## config.mk

```make
export PLATFORM = sky130hd
export DESIGN_NAME = fepp_top
export DESIGN_NICKNAME = d
export VERILOG_FILES = /design/src/rtl/fepp_top_end.sv /design/src/rtl/fepp_pkg.sv /design/src/rtl/fepp_prot_check.sv /design/src/rtl/fepp_top.sv
export SDC_FILE = /design/constraint.sdc
export NUM_CORES = 1
export LEC_CHECK = 0
export ABC_AREA = 1
export BUFFER_PORTS_ARGS = -buffer_cell sky130_fd_sc_hd__buf_2
export CAP_MARGIN = 15
export CORE_AREA = 2 2 152 154
export DETAILED_ROUTE_END_ITERATION = 8
export DIE_AREA = 0 0 154 156
export SYNTH_ARGS = -nofsm -noshare
export SYNTH_HDL_FRONTEND = slang
export SYNTH_SLANG_ARGS = --single-unit
```

## constraint.sdc

```tcl
create_clock -name SYS_CLK -period 2 [get_ports SYS_CLK]
set_clock_uncertainty 0.05 [all_clocks]
set_input_delay 0.2 -clock SYS_CLK [delete_from_list [all_inputs] [get_ports SYS_CLK]]
set_output_delay 0.2 -clock SYS_CLK [all_outputs]
set_load 0.01 [all_outputs]
```

## src/rtl/fepp_top_end.sv

```systemverilog
// Holds no logic; the sequencer and its checks live in fepp_top

```

## src/rtl/fepp_pkg.sv

```systemverilog
// Package of constants and types for the flash erase/program/protect sequencer
package fepp_pkg;
  // ********************************
  // Register map and fields
  // ********************************
  localparam logic [7:0] OFS_CTRL = 8'h00;
  localparam logic [7:0] OFS_PROT = 8'h04;
  localparam logic [7:0] OFS_ARRWR = 8'h08;
  localparam logic [7:0] OFS_STAT = 8'h0c;
  localparam int BIT_PGM_SEL = 0;
  localparam int BIT_ERS_SEL = 1;
  localparam int BIT_WHOLE = 2;
  localparam int BIT_HV = 3;
  localparam int STAT_STATE_LSB = 0;
  localparam int STAT_READ_OK = 3;
  localparam int STAT_TEST_HV = 4;
  localparam int STAT_FLAG_LSB = 8;
  localparam int NUM_FLAGS = 7;
  localparam int FL_REFUSED = 0;
  localparam int FL_EARLY_HV = 1;
  localparam int FL_SHORT_RUN = 2;
  localparam int FL_SHORT_HOLD = 3;
  localparam int FL_PROG_FAST = 4;
  localparam int FL_PROG_SLOW = 5;
  localparam int FL_ROW_MISS = 6;
  localparam logic [3:0] CTRL_RESET = 4'h0;
  // ********************************
  // Memory layout
  // ********************************
  localparam logic [15:0] ARRAY_BASE = 16'hdc00;
  localparam logic [15:0] VEC_BASE = 16'hffdc;
  localparam logic [15:0] PROT_BYTE_ADDR = 16'hffd8;
  localparam logic [7:0] PB_ALL_MAX = 8'h70;
  localparam logic [7:0] PB_OPEN = 8'hff;
  localparam logic [1:0] PROT_TOP_BITS = 2'b11;
  // ********************************
  // Timing
  // ********************************
  localparam int CLK_MHZ = 50;
  localparam int T_NVS_NS = 10000;
  localparam int T_ERASE_NS = 4000000;
  localparam int T_NVH_NS = 5000;
  localparam int T_NVH1_NS = 100000;
  localparam int PUMP_SETTLE_WAIT_NS = 5000;
  localparam int T_PROG_NS = 30000;
  localparam int T_PROG_MAX_NS = 40000;
  localparam int T_RCV_NS = 1000;
  localparam int NVS_CYC = (T_NVS_NS * CLK_MHZ + 999) / 1000;
  localparam int ERASE_CYC = (T_ERASE_NS * CLK_MHZ + 999) / 1000;
  localparam int NVH_CYC = (T_NVH_NS * CLK_MHZ + 999) / 1000;
  localparam int NVH1_CYC = (T_NVH1_NS * CLK_MHZ + 999) / 1000;
  localparam int PGS_CYC = (PUMP_SETTLE_WAIT_NS * CLK_MHZ + 999) / 1000;
  localparam int PROG_CYC = (T_PROG_NS * CLK_MHZ + 999) / 1000;
  localparam int PROG_MAX_CYC = (T_PROG_MAX_NS * CLK_MHZ) / 1000;
  localparam int RCV_CYC = (T_RCV_NS * CLK_MHZ + 999) / 1000;
  // ********************************
  // Types
  // ********************************
  typedef enum logic [2:0] {
    ST_IDLE = 3'b000,
    ST_SEL = 3'b001,
    ST_ARMED = 3'b010,
    ST_LATCHED = 3'b011,
    ST_HV = 3'b100,
    ST_HOLD = 3'b101,
    ST_RECOVER = 3'b110
  } fepp_state_t;
  typedef struct packed {
    logic [15:0] addr;
    logic [7:0] data;
    logic prog;
    logic erase_page;
    logic erase_all;
  } fepp_cmd_t;
endpackage

```

## src/rtl/fepp_prot_check.sv

```systemverilog
// Protected-region decoder for one target address
`timescale 1ns/100ps
module fepp_prot_check
  import fepp_pkg::*;
(
  input wire logic [7:0] prot_byte,
  input wire logic [15:0] addr,
  input wire logic whole,
  input wire logic test_hv,
  output logic prot
);
  // ********************************
  // Start address and region test
  // ********************************
  wire [15:0] start_addr = {PROT_TOP_BITS, prot_byte, 6'h00};
  wire open_all = (prot_byte == PB_OPEN);
  wire lock_all = (prot_byte <= PB_ALL_MAX) || (start_addr <= ARRAY_BASE);
  wire in_region = (addr >= start_addr) || (addr == PROT_BYTE_ADDR);
  // A whole-array erase touches the protected block, so any lock refuses it
  wire hit = whole ? 1'b1 : (lock_all || in_region);
  assign prot = !open_all && !test_hv && hit;
endmodule

```

## src/rtl/fepp_top.sv

```systemverilog
// Flash program/erase sequencer with block protection and APB registers
//
// Summary of operation
// - Erase page is 64 aligned bytes.
// - Vector page refuses page erase.
// - Reads resume after 1 us recovery.
// - Program row is 32 aligned bytes.
// - Program select enables address/data capture.
// - Protected region runs to top of memory.
// - Protected target blocks pump enable.
// - Protect byte gives address bits 13..6.
// - Values 00..70 protect whole array.
// - All ones leaves array open.
// - Programmed protect locks, test voltage overrides.
// - Pump only after selected setup sequence.
// - Program and erase select are interlocked.
// - Whole bit picks mass or page erase.
`timescale 1ns/100ps
module fepp_top
  import fepp_pkg::*;
#(
  parameter int CNT_W = 18,
  parameter int ERASE_CYCLES = ERASE_CYC,
  parameter int NVH1_CYCLES = NVH1_CYC
) (
  input wire logic SYS_CLK,
  input wire logic RST_B,
  input wire logic PSEL,
  input wire logic PENABLE,
  input wire logic PWRITE,
  input wire logic [7:0] PADDR,
  input wire logic [31:0] PWDATA,
  output logic [31:0] PRDATA,
  output logic PREADY,
  output logic PSLVERR,
  input wire logic [7:0] PROT_BYTE,
  input wire logic TEST_HV_PIN,
  output fepp_cmd_t ARR_CMD,
  output logic PUMP_EN,
  output logic READ_OK
);
  // Counter must hold the longest wait; a narrower one would saturate mid-erase
  if (CNT_W < 12 || CNT_W > 30 || ERASE_CYCLES < 1 || NVH1_CYCLES < 1 ||
      ERASE_CYCLES >= (1 << CNT_W) || NVH1_CYCLES >= (1 << CNT_W)) begin : g_bad_width
    $error("fepp_top: counter width cannot hold the wait counts");
  end
  // ********************************
  // APB decode
  // ********************************
  wire setup = PSEL && !PENABLE;
  wire access = PSEL && PENABLE;
  wire hit_ctrl = (PADDR == OFS_CTRL);
  wire hit_prot = (PADDR == OFS_PROT);
  wire hit_arr = (PADDR == OFS_ARRWR);
  wire hit_stat = (PADDR == OFS_STAT);
  wire mapped = hit_ctrl || hit_prot || hit_arr || hit_stat;
  wire wr_ctrl = access && PWRITE && hit_ctrl;
  wire wr_arr = access && PWRITE && hit_arr;
  wire wr_stat = access && PWRITE && hit_stat;
  wire rd_prot = access && !PWRITE && hit_prot;
  assign PREADY = 1'b1;
  assign PSLVERR = access && !mapped;
  // ********************************
  // Test voltage synchroniser
  // ********************************
  logic thv_meta;
  logic thv;
  always_ff @(posedge SYS_CLK or negedge RST_B) begin
    if (!RST_B) begin
      thv_meta <= 1'b0;
      thv <= 1'b0;
    end else begin
      thv_meta <= TEST_HV_PIN;
      thv <= thv_meta;
    end
  end
  // ********************************
  // Control bits and interlock
  // ********************************
  logic pgm_sel;
  logic ers_sel;
  logic whole;
  fepp_state_t state;
  wire hv_on = (state == ST_HV) || (state == ST_HOLD);
  wire w_pgm = PWDATA[BIT_PGM_SEL];
  wire w_ers = PWDATA[BIT_ERS_SEL];
  // A request setting both, or setting one while the other holds, is dropped
  wire next_pgm_sel = wr_ctrl ? (w_pgm && !w_ers && !ers_sel) : pgm_sel;
  wire next_ers_sel = wr_ctrl ? (w_ers && !w_pgm && !pgm_sel) : ers_sel;
  wire next_whole = wr_ctrl ? PWDATA[BIT_WHOLE] : whole;
  wire hv_set_req = wr_ctrl && PWDATA[BIT_HV] && !hv_on;
  wire hv_clr_req = wr_ctrl && !PWDATA[BIT_HV] && hv_on;
  wire sel_any = pgm_sel || ers_sel;
  wire next_sel_any = next_pgm_sel || next_ers_sel;
  always_ff @(posedge SYS_CLK or negedge RST_B) begin
    if (!RST_B) begin
      pgm_sel <= CTRL_RESET[BIT_PGM_SEL];
      ers_sel <= CTRL_RESET[BIT_ERS_SEL];
      whole <= CTRL_RESET[BIT_WHOLE];
    end else begin
      pgm_sel <= next_pgm_sel;
      ers_sel <= next_ers_sel;
      whole <= next_whole;
    end
  end
  // ********************************
  // Target capture and protection
  // ********************************
  logic [15:0] tgt_addr;
  logic tgt_prog;
  logic tgt_whole;
  logic tgt_prot;
  logic cmd_prot;
  wire [15:0] wr_addr = PWDATA[15:0];
  wire [7:0] wr_data = PWDATA[23:16];
  fepp_prot_check u_tgt_check (
    .prot_byte(PROT_BYTE),
    .addr(tgt_addr),
    .whole(tgt_whole),
    .test_hv(thv),
    .prot(tgt_prot)
  );
  fepp_prot_check u_cmd_check (
    .prot_byte(PROT_BYTE),
    .addr(wr_addr),
    .whole(1'b0),
    .test_hv(thv),
    .prot(cmd_prot)
  );
  wire tgt_vector = !tgt_prog && !tgt_whole && (tgt_addr >= VEC_BASE);
  wire same_row = (wr_addr[15:5] == tgt_addr[15:5]);
  // ********************************
  // Interval counter
  // ********************************
  logic [CNT_W-1:0] cnt;
  logic prog_seen;
  fepp_state_t next_state;
  wire prog_wr = (state == ST_HV) && tgt_prog && wr_arr;
  wire cnt_restart = (next_state != state) || prog_wr;
  wire cnt_full = &cnt;
  wire [CNT_W-1:0] cnt_inc = cnt + {{(CNT_W-1){1'b0}}, 1'b1};
  always_ff @(posedge SYS_CLK or negedge RST_B) begin
    if (!RST_B) begin
      cnt <= '0;
    end else begin
      cnt <= cnt_restart ? '0 : (cnt_full ? cnt : cnt_inc);
    end
  end
  function automatic logic below(input logic [CNT_W-1:0] c, input int lim);
    below = ({{(32-CNT_W){1'b0}}, c} < lim[31:0]);
  endfunction
  // ********************************
  // Sequencer
  // ********************************
  wire hv_allowed = (state == ST_LATCHED) && !tgt_prot && !tgt_vector;
  wire hv_refused = hv_set_req && !hv_allowed;
  wire latch_ok = wr_arr && !(pgm_sel && cmd_prot && !whole);
  always_comb begin
    next_state = state;
    unique case (state)
      ST_IDLE: begin
        if (next_sel_any) next_state = ST_SEL;
      end
      ST_SEL: begin
        if (!next_sel_any) next_state = ST_IDLE;
        else if (rd_prot) next_state = ST_ARMED;
      end
      ST_ARMED: begin
        if (!next_sel_any) next_state = ST_IDLE;
        else if (latch_ok) next_state = ST_LATCHED;
      end
      ST_LATCHED: begin
        if (!next_sel_any) next_state = ST_IDLE;
        else if (hv_set_req && hv_allowed) next_state = ST_HV;
      end
      ST_HV: begin
        if (hv_clr_req) next_state = ST_RECOVER;
        else if (!next_sel_any) next_state = ST_HOLD;
      end
      ST_HOLD: begin
        if (hv_clr_req) next_state = ST_RECOVER;
      end
      ST_RECOVER: begin
        if (!below(cnt, RCV_CYC - 1)) next_state = sel_any ? ST_SEL : ST_IDLE;
      end
      default: next_state = ST_IDLE;
    endcase
  end
  always_ff @(posedge SYS_CLK or negedge RST_B) begin
    if (!RST_B) begin
      state <= ST_IDLE;
    end else begin
      state <= next_state;
    end
  end
  // Mode is frozen at capture so a later whole-bit flip cannot widen an erase
  always_ff @(posedge SYS_CLK or negedge RST_B) begin
    if (!RST_B) begin
      tgt_addr <= 16'h0000;
      tgt_prog <= 1'b0;
      tgt_whole <= 1'b0;
    end else if (state == ST_ARMED && next_state == ST_LATCHED) begin
      tgt_addr <= wr_addr;
      tgt_prog <= pgm_sel;
      tgt_whole <= ers_sel && whole;
    end
  end
  // ********************************
  // Array commands
  // ********************************
  wire prog_early = prog_wr && (!prog_seen ? below(cnt, PGS_CYC) : below(cnt, PROG_CYC));
  wire prog_go = prog_wr && same_row && !cmd_prot && !prog_early;
  wire erasing = (state == ST_HV) && !tgt_prog;
  always_ff @(posedge SYS_CLK or negedge RST_B) begin
    if (!RST_B) begin
      ARR_CMD <= '0;
      PUMP_EN <= 1'b0;
      READ_OK <= 1'b1;
      prog_seen <= 1'b0;
    end else begin
      ARR_CMD.prog <= prog_go;
      ARR_CMD.erase_page <= erasing && !tgt_whole;
      ARR_CMD.erase_all <= erasing && tgt_whole;
      if (prog_go) begin
        ARR_CMD.addr <= wr_addr;
        ARR_CMD.data <= wr_data;
      end else if (erasing) begin
        ARR_CMD.addr <= {tgt_addr[15:6], 6'h00};
      end
      PUMP_EN <= (next_state == ST_HV) || (next_state == ST_HOLD);
      // Array reads stay fenced from pump on until recovery ends
      READ_OK <= (next_state != ST_HV) && (next_state != ST_HOLD) &&
                 (next_state != ST_RECOVER);
      if (state != ST_HV) prog_seen <= 1'b0;
      else if (prog_wr) prog_seen <= 1'b1;
    end
  end
  // ********************************
  // Timing checks and sticky flags
  // ********************************
  wire hold_min = tgt_whole ? below(cnt, NVH1_CYCLES) : below(cnt, NVH_CYC);
  logic [NUM_FLAGS-1:0] flags;
  logic [NUM_FLAGS-1:0] flag_set;
  always_comb begin
    flag_set = '0;
    flag_set[FL_REFUSED] = hv_refused;
    flag_set[FL_EARLY_HV] = hv_set_req && hv_allowed && below(cnt, NVS_CYC);
    flag_set[FL_SHORT_RUN] = (state == ST_HV) && !tgt_prog && !next_sel_any &&
                             below(cnt, ERASE_CYCLES);
    flag_set[FL_SHORT_HOLD] = (state == ST_HOLD) && hv_clr_req && hold_min;
    flag_set[FL_PROG_FAST] = prog_early;
    flag_set[FL_PROG_SLOW] = (state == ST_HV) && tgt_prog && prog_seen &&
                             (cnt == PROG_MAX_CYC[CNT_W-1:0]);
    flag_set[FL_ROW_MISS] = prog_wr && (!same_row || cmd_prot);
  end
  wire [NUM_FLAGS-1:0] flag_clr = wr_stat ? PWDATA[STAT_FLAG_LSB +: NUM_FLAGS] : '0;
  always_ff @(posedge SYS_CLK or negedge RST_B) begin
    if (!RST_B) begin
      flags <= '0;
    end else begin
      flags <= (flags & ~flag_clr) | flag_set;
    end
  end
  // ********************************
  // Read data
  // ********************************
  wire [31:0] ctrl_word = {28'h0000000, hv_on, whole, ers_sel, pgm_sel};
  wire [31:0] stat_word = {{(24-NUM_FLAGS){1'b0}}, flags, 3'h0, thv, READ_OK, state};
  wire [31:0] rd_mux = hit_ctrl ? ctrl_word :
                       hit_prot ? {24'h000000, PROT_BYTE} :
                       hit_stat ? stat_word : 32'h00000000;
  always_ff @(posedge SYS_CLK or negedge RST_B) begin
    if (!RST_B) begin
      PRDATA <= 32'h00000000;
    end else if (setup) begin
      PRDATA <= PWRITE ? 32'h00000000 : rd_mux;
    end
  end
  // ********************************
  // Assertions
  // ********************************
  localparam int A_RCV = RCV_CYC;
  localparam int A_RCV1 = RCV_CYC + 1;
  // Remembers a program strobe in this pump-on span, so covers can see a second byte
  logic prog_pulsed;
  always_ff @(posedge SYS_CLK or negedge RST_B) begin
    if (!RST_B) begin
      prog_pulsed <= 1'b0;
    end else if (!PUMP_EN) begin
      prog_pulsed <= 1'b0;
    end else if (ARR_CMD.prog) begin
      prog_pulsed <= 1'b1;
    end
  end
endmodule

```

# --- Word level (Yosys, flattened, before mapping) ---
# Index checks and enable logic that the tools add are counted.
word_totals:
  ff_bits: 113
  wordCells: 178
  output_inout_bits: 63
classes:
  n_reduce_logical: 91
  muxes: 29
  order_cmp: 11
  eq_ne: 23
  n_bitwise: 3
  addsub: 1
ops:
  columns: ["cell", "n"]
  rows:
  - ["15-bit 2-to-1 mux", 4]
  - ["1-bit logical AND", 50]
  - ["18-bit 2-to-1 mux", 2]
  - ["3-bit 2-to-1 mux", 11]
  - ["16-bit == test (second input constant)", 2]
  - ["16-bit >= comparator", 2]
  - ["16-bit 2-to-1 mux", 2]
  - ["1-bit logical NOT", 22]
  - ["3-bit one-hot mux with 7 select lines", 1]
  - ["18-bit by 1-bit adder with 18-bit output (second input constant)", 1]
  - ["18-bit by 11-bit == test with 1-bit output (second input constant)", 1]
  - ["18-bit by 11-bit < comparator with 1-bit output (second input constant)", 1]
  - ["18-bit by 13-bit < comparator with 1-bit output (second input constant)", 1]
  - ["18-bit < comparator (second input constant)", 1]
  - ["18-bit by 6-bit < comparator with 1-bit output (second input constant)", 1]
  - ["18-bit by 8-bit < comparator with 1-bit output (second input constant)", 1]
  - ["18-bit by 9-bit < comparator with 1-bit output (second input constant)", 1]
  - ["18-bit AND reduction", 1]
  - ["8-bit by 4-bit == test with 1-bit output (second input constant)", 2]
  - ["16-bit >= comparator (second input constant)", 1]
  - ["16-bit <= comparator (second input constant)", 1]
  - ["3-bit == test (second input constant)", 5]
  - ["1-bit logical OR", 14]
  - ["3-bit != test (second input constant)", 4]
  - ["other kinds (16)", 26]

# --- Longest topological paths before layout ---
logic_depth:
  ltp_word: 15
  depth_mapped: 19
  mapped_depth_nobuf: 18

# --- By module ---
# From an unflattened synthesis, not the netlist that was laid out.
unflattened:
  hier_cells: 781
  hier_area_um2: 5914.4
by_module_without_submodules:
  columns: ["module", "seq_area_each_um2", "cells_per_inst", "area_per_inst_um2", "instances"]
  rows:
  - ["fepp_top", 2403.6, 631, 5148.7, 1]
  - ["fepp_prot_check", 0.0, 75, 382.9, 2]

# --- Worst setup path before layout ---
# Ideal clock, no wire load.
synth_timing:
  path_kind: "reg2reg"
  from: "reg tgt_addr[11]"
  to: "reg cnt[8]"
  t_required_ns: 1.828
  stages_incl_launch_ff: 19
  n_path_buf: 1
  setup_ns: 0.122
  arrival_ns: 1.930
  setup_slack_ns: -0.102
  period_less_slack_ns: 2.102
  cell_sequence: "dfrtp_1 > ha_1 > nand2_1 > inv_1 > nand2_1 > nand2_1 > nand2_1 > nand3_1 > nor2_1 > nand3_1 > nand2_1 > nand3_1 > nand2_1 > nand3_1 > nand2_1 > inv_1 > nand3_4 > buf_6 > nor2_2"
synth_via:
  elab_chain_cells: 15
  word_cells_on_any_way: 20
synth_lines:
  columns: ["element", "line", "source"]
  rows:
  - ["from (decl)", "fepp_top.sv:109", "logic [15:0] tgt_addr;"]
  - ["from (signal assigned)", "fepp_top.sv:203", "tgt_addr <= wr_addr;"]
  - ["16-bit >= comparator / 16-bit == test (equally long branches)", "fepp_prot_check.sv:18", "wire in_region = (addr >= start_addr) || (addr == PROT_BYTE_ADDR);"]
  - ["1-bit logical OR", "fepp_prot_check.sv:18", null]
  - ["1-bit logical OR", "fepp_prot_check.sv:20", "wire hit = whole ? 1'b1 : (lock_all || in_region);"]
  - ["1-bit 2-to-1 mux", "fepp_prot_check.sv:20", null]
  - ["1-bit logical AND", "fepp_prot_check.sv:21", "assign prot = !open_all && !test_hv && hit;"]
  - ["1-bit logical NOT", "fepp_top.sv:155", "wire hv_allowed = (state == ST_LATCHED) && !tgt_prot && !tgt_vector;"]
  - ["1-bit logical AND", "fepp_top.sv:155", null]
  - ["1-bit logical AND (*)", "fepp_top.sv:155", null]
  - ["1-bit logical AND (*)", "fepp_top.sv:174", "else if (hv_set_req && hv_allowed) next_state = ST_HV;"]
  - ["3-bit 2-to-1 mux (*)", "fepp_top.sv:174", null]
  - ["3-bit 2-to-1 mux (*)", "fepp_top.sv:173", "if (!next_sel_any) next_state = ST_IDLE;"]
  - ["3-bit one-hot mux with 7 select lines (*)", "fepp_top.sv:160", "unique case (state)"]
  - ["3-bit != test (*)", "fepp_top.sv:139", "wire cnt_restart = (next_state != state) || prog_wr;"]
  - ["1-bit logical OR (*)", "fepp_top.sv:139", null]
  - ["2-bit != test (no line) / 18-bit 2-to-1 mux (equally long branches)", null, null]
  - ["to (signal assigned)", "fepp_top.sv:146", "cnt <= cnt_restart ? '0 : (cnt_full ? cnt : cnt_inc);"]
  - ["to (decl)", "fepp_top.sv:135", "logic [CNT_W-1:0] cnt;"]
# Every way passes the cells marked *; elsewhere a longest branch is shown, timed or not.
# A chain may end at the register's enable or synchronous reset.

# --- Worst setup path after layout ---
layout_timing:
  from: "reg tgt_addr[10]"
  to: "reg cnt[10]"
# The elaborated chain is that of the path after synthesis.

==> impl_metrics.toml <==
[yosys]
synth_top_family_by_area = "simple AND/OR/NAND/NOR gates"
synth_top_area_share_pct = 43.11
ys_types = 45
syn_inst = 715
synth.mux.area_fraction_pct = 0
synth_fa_ha_area_share_pct = 4.311
yosysSeqAreaShare_pct = 43.59
postSynthAreaPerCell_um2 = 7.712
synth_top_cells_by_area = "dfrtp_1 (43%), nand2_1 (13%), inv_1 (5.9%)"
synth_compound_area_share_pct = 9.598
ys_ff_latch = 96
synth_area_mm2 = 0.005514
synth_top_area_cell = "dfrtp_1"
yosys.area_share.simple_pct = 30.36
synth_xor_area_share_pct = 2.383
yosysWarnings = 0

[status]
outcome = "finished, violations left"
violations = "setup timing"

[floorplan]
fp.dieH_um = 156
die_x_um = 154
core-area_mm2 = 0.02237
fp-row-count = 55
io_pins = 117
dieArea_mm2 = 0.02402
initial_core_util_pct = 24.65

[min_path]
hold_path_class = "input pin to flop"
whs_path_depth = 3
hp-start = "PWRITE"
min_to = "PRDATA[2]"

[cts]
cts-root-buf = "clkbuf_16"
cts.clk_slew.worst_paths_ps = 80
cts_buffers = 9
clock_sinks = 96
cts_tree = "built"
ctsLongestPathBuffers = 2
htreeDepth = 3
worstSkewPairLatency_ps = 360

[worst_setup_path]
r2r-end = "cnt[10]"
r2r-start = "tgt_addr[10]"
crit_start = "tgt_addr[10]"
critPathCaptureType = "flop"
reg2reg_slack_ps = -320
crit_path_start_kind = "flop"
worstPathArrival_ps = 2520
path_max_fanout = 4
critPathRequiredTime_ps = 2200
worstSetupPathType = "flop to flop"
rr_worst_depth = 18

[grt]
antenna_found_initial = 1
grt_pass1_wl_um = 27120
grt_max_degree = 44
overflow = 0
grt_usage_pct = 14.30
grt_pass1_vias = 5350

[cells_and_area]
final_cell_mix = "nand2_1 (176), buf_4 (127), dfrtp_1 (94)"
layout-drive-gt1-share_pct = 34.13
final_common_cell = "nand2_1"
area.growth.synth_to_final_pct = 46.65
final_nets = 1032
final_core_util_pct = 36.16

[route]
avgRoutedWirePerCell_um = 13.75
first_pass_iters = 4
ant_nets = 0
viasPerCell = 4.398
vias = 5497
drt_iter0_markers = 274
finalWirelength_um = 17180
drc_errors = 0

[sta]
rsz0062_at_grt = "true"
setup_ws_ps = -321.9
finalCriticalPeriod_ps = 2322
max_freq_mhz = 430.7
hold_slack_ps = 113.3
period_share_pct = 116.1
relSlewSlack_pct = 65.08
worst_pin_slew_ps = 517.3
finalSetupTns_ps = -10910
finalHoldViolCount = 0
setup_viol = 46
slew_viol_final = 0

[power]
peakVddDrop_mv = 0.3869
finalPower_mw = 5.506
p_leak_nw = 4.237
power.density_mw_per_mm2 = 680.9

[placed_design]
post-dp-hpwl_um = 13270
place_congestion = 0.8600
portBuffers = 90

[job]
maxCapViolCount = 0
[critical path, cell delays in order, from the launching register on]
cell,delay [ps]
dfrtp_1,410
ha_1,290
nand2_2,110
inv_2,30
nand2_1,50
nand2_1,70
nand2_1,70
nand3_1,70
nor2_1,110
nand3_1,100
nand2_2,100
nand3_4,90
nand2_4,100
nand3_1,80
nand2_1,80
inv_2,50
nand3_4,140
clkbuf_16,170
nor2_2,30
[cells by family after synthesis]
kind of cell	Yosys count
XOR/XNOR	15
buffers and inverters	118
AND/OR/NAND/NOR	371
other	2
adder cells (fa/ha/maj)	19
flip-flops	96
AO/OA/AOI/OAI	94
[cells in the mapped netlist, drive strengths merged]
| cell | instances |
|---|---|
| xor2 | 6 |
| o21ai | 59 |
| o211ai | 1 |
| nor2 | 82 |
| a32oi | 1 |
| dfstp | 1 |
| xnor2 | 9 |
| and3b | 1 |
| clkinv | 1 |
| o31ai | 2 |
| a221oi | 2 |
| o21bai | 2 |
| nor3 | 15 |
| o41ai | 1 |
| conb | 2 |
| a31oi | 3 |
| nor4 | 7 |
| a21oi | 15 |
| a32o | 2 |
| clkbuf | 6 |
| a41o | 1 |
| ha | 19 |
| or2 | 2 |
| o311ai | 1 |
| buf | 23 |
| nand3b | 2 |
| a41oi | 1 |
| nand3 | 49 |
| a211oi | 1 |
| nand4 | 19 |
| nand2 | 194 |
| dfrtp | 95 |
| o22ai | 2 |
| inv | 88 |
[metrics by stage]
stage / cells / instance area, um^2 / worst slack (ps)
floorplan: 731 / 5585 / -59.93
global placement: 1202 / 7183 / -396.5
detailed placement: 1202 / 7183 / -480.1
CTS: 1235 / 7695 / -287.3
global route: 1249 / 8084 / -496.4
finish: 1250 / 8087 / -321.9
[where the power goes]
| group | internal [mW] | switching, mW | leakage, nW |
|---|---|---|---|
| Combinational | 0.811 | 0.866 | 2.79 |
| Clock | 0.893 | 0.880 | 0.149 |
| Sequential | 2.01 | 0.0469 | 1.30 |
| Total | 3.71 | 1.79 | 4.24 |
[worst max path at each step]
| stage | endpoint | slack, ps | cells past startpoint |
|---|---|---|---|
| 6_report | cnt[10] | -320 | 18 |
| 5_1_grt | cnt[9] | -500 | 17 |
| 4_1_cts | cnt[6] | -290 | 17 |
| 3_5_place_dp | ARR_CMD[26] | -480 | 14 |
| 3_3_place_gp | ARR_CMD[19] | -400 | 14 |
| 2_1_floorplan | cnt[8] | -60 | 18 |
[layer usage]
| layer | up-vias | global-route usage [%] | routed length [um] |
|---|---|---|---|
| met1 | 2590 | 17.85 | 7720 |
| met2 | 107 | 24.90 | 8502 |
| li1 | 2785 | - | - |
| met3 | 15 | 3.222 | 758 |
| met4 | 0 | 3.872 | 201 |
| met5 | - | 0 | 0 |
[final cells by class]
cell class                      count  area (um^2)
Sequential cell                    96         2405
Timing Repair Buffer              246         1810
Fill cell                        2265        14280
Multi-Input combinational cell    517         2864
Clock buffer                        9        225.2
Clock inverter                      7        76.32
Inverter                           89        346.6
Antenna cell                        1        2.502
Tap cell                          285        356.6
[what timing repair did]
action                                 CTS  global route
gates resized for setup                 10            67
hold buffers                            10             0
setup buffers                            6            15
pin swaps                                2            16
setup endpoints to repair               47            59
endpoints found under the hold margin   27             0
gates cloned                             1             2
[registers in the layout (all words and copies together) (netlist names)]
name / count
READ_OK: 1
pgm_sel: 1
PRDATA: 15
ARR_CMD: 27
tgt_addr: 16
PUMP_EN: 1
tgt_prog: 1
tgt_whole: 1
whole: 1
state: 3
flags: 7
ers_sel: 1
thv_meta: 1
cnt: 18
thv: 1
prog_seen: 1
Note: power is estimated with default switching activity, not from simulation.
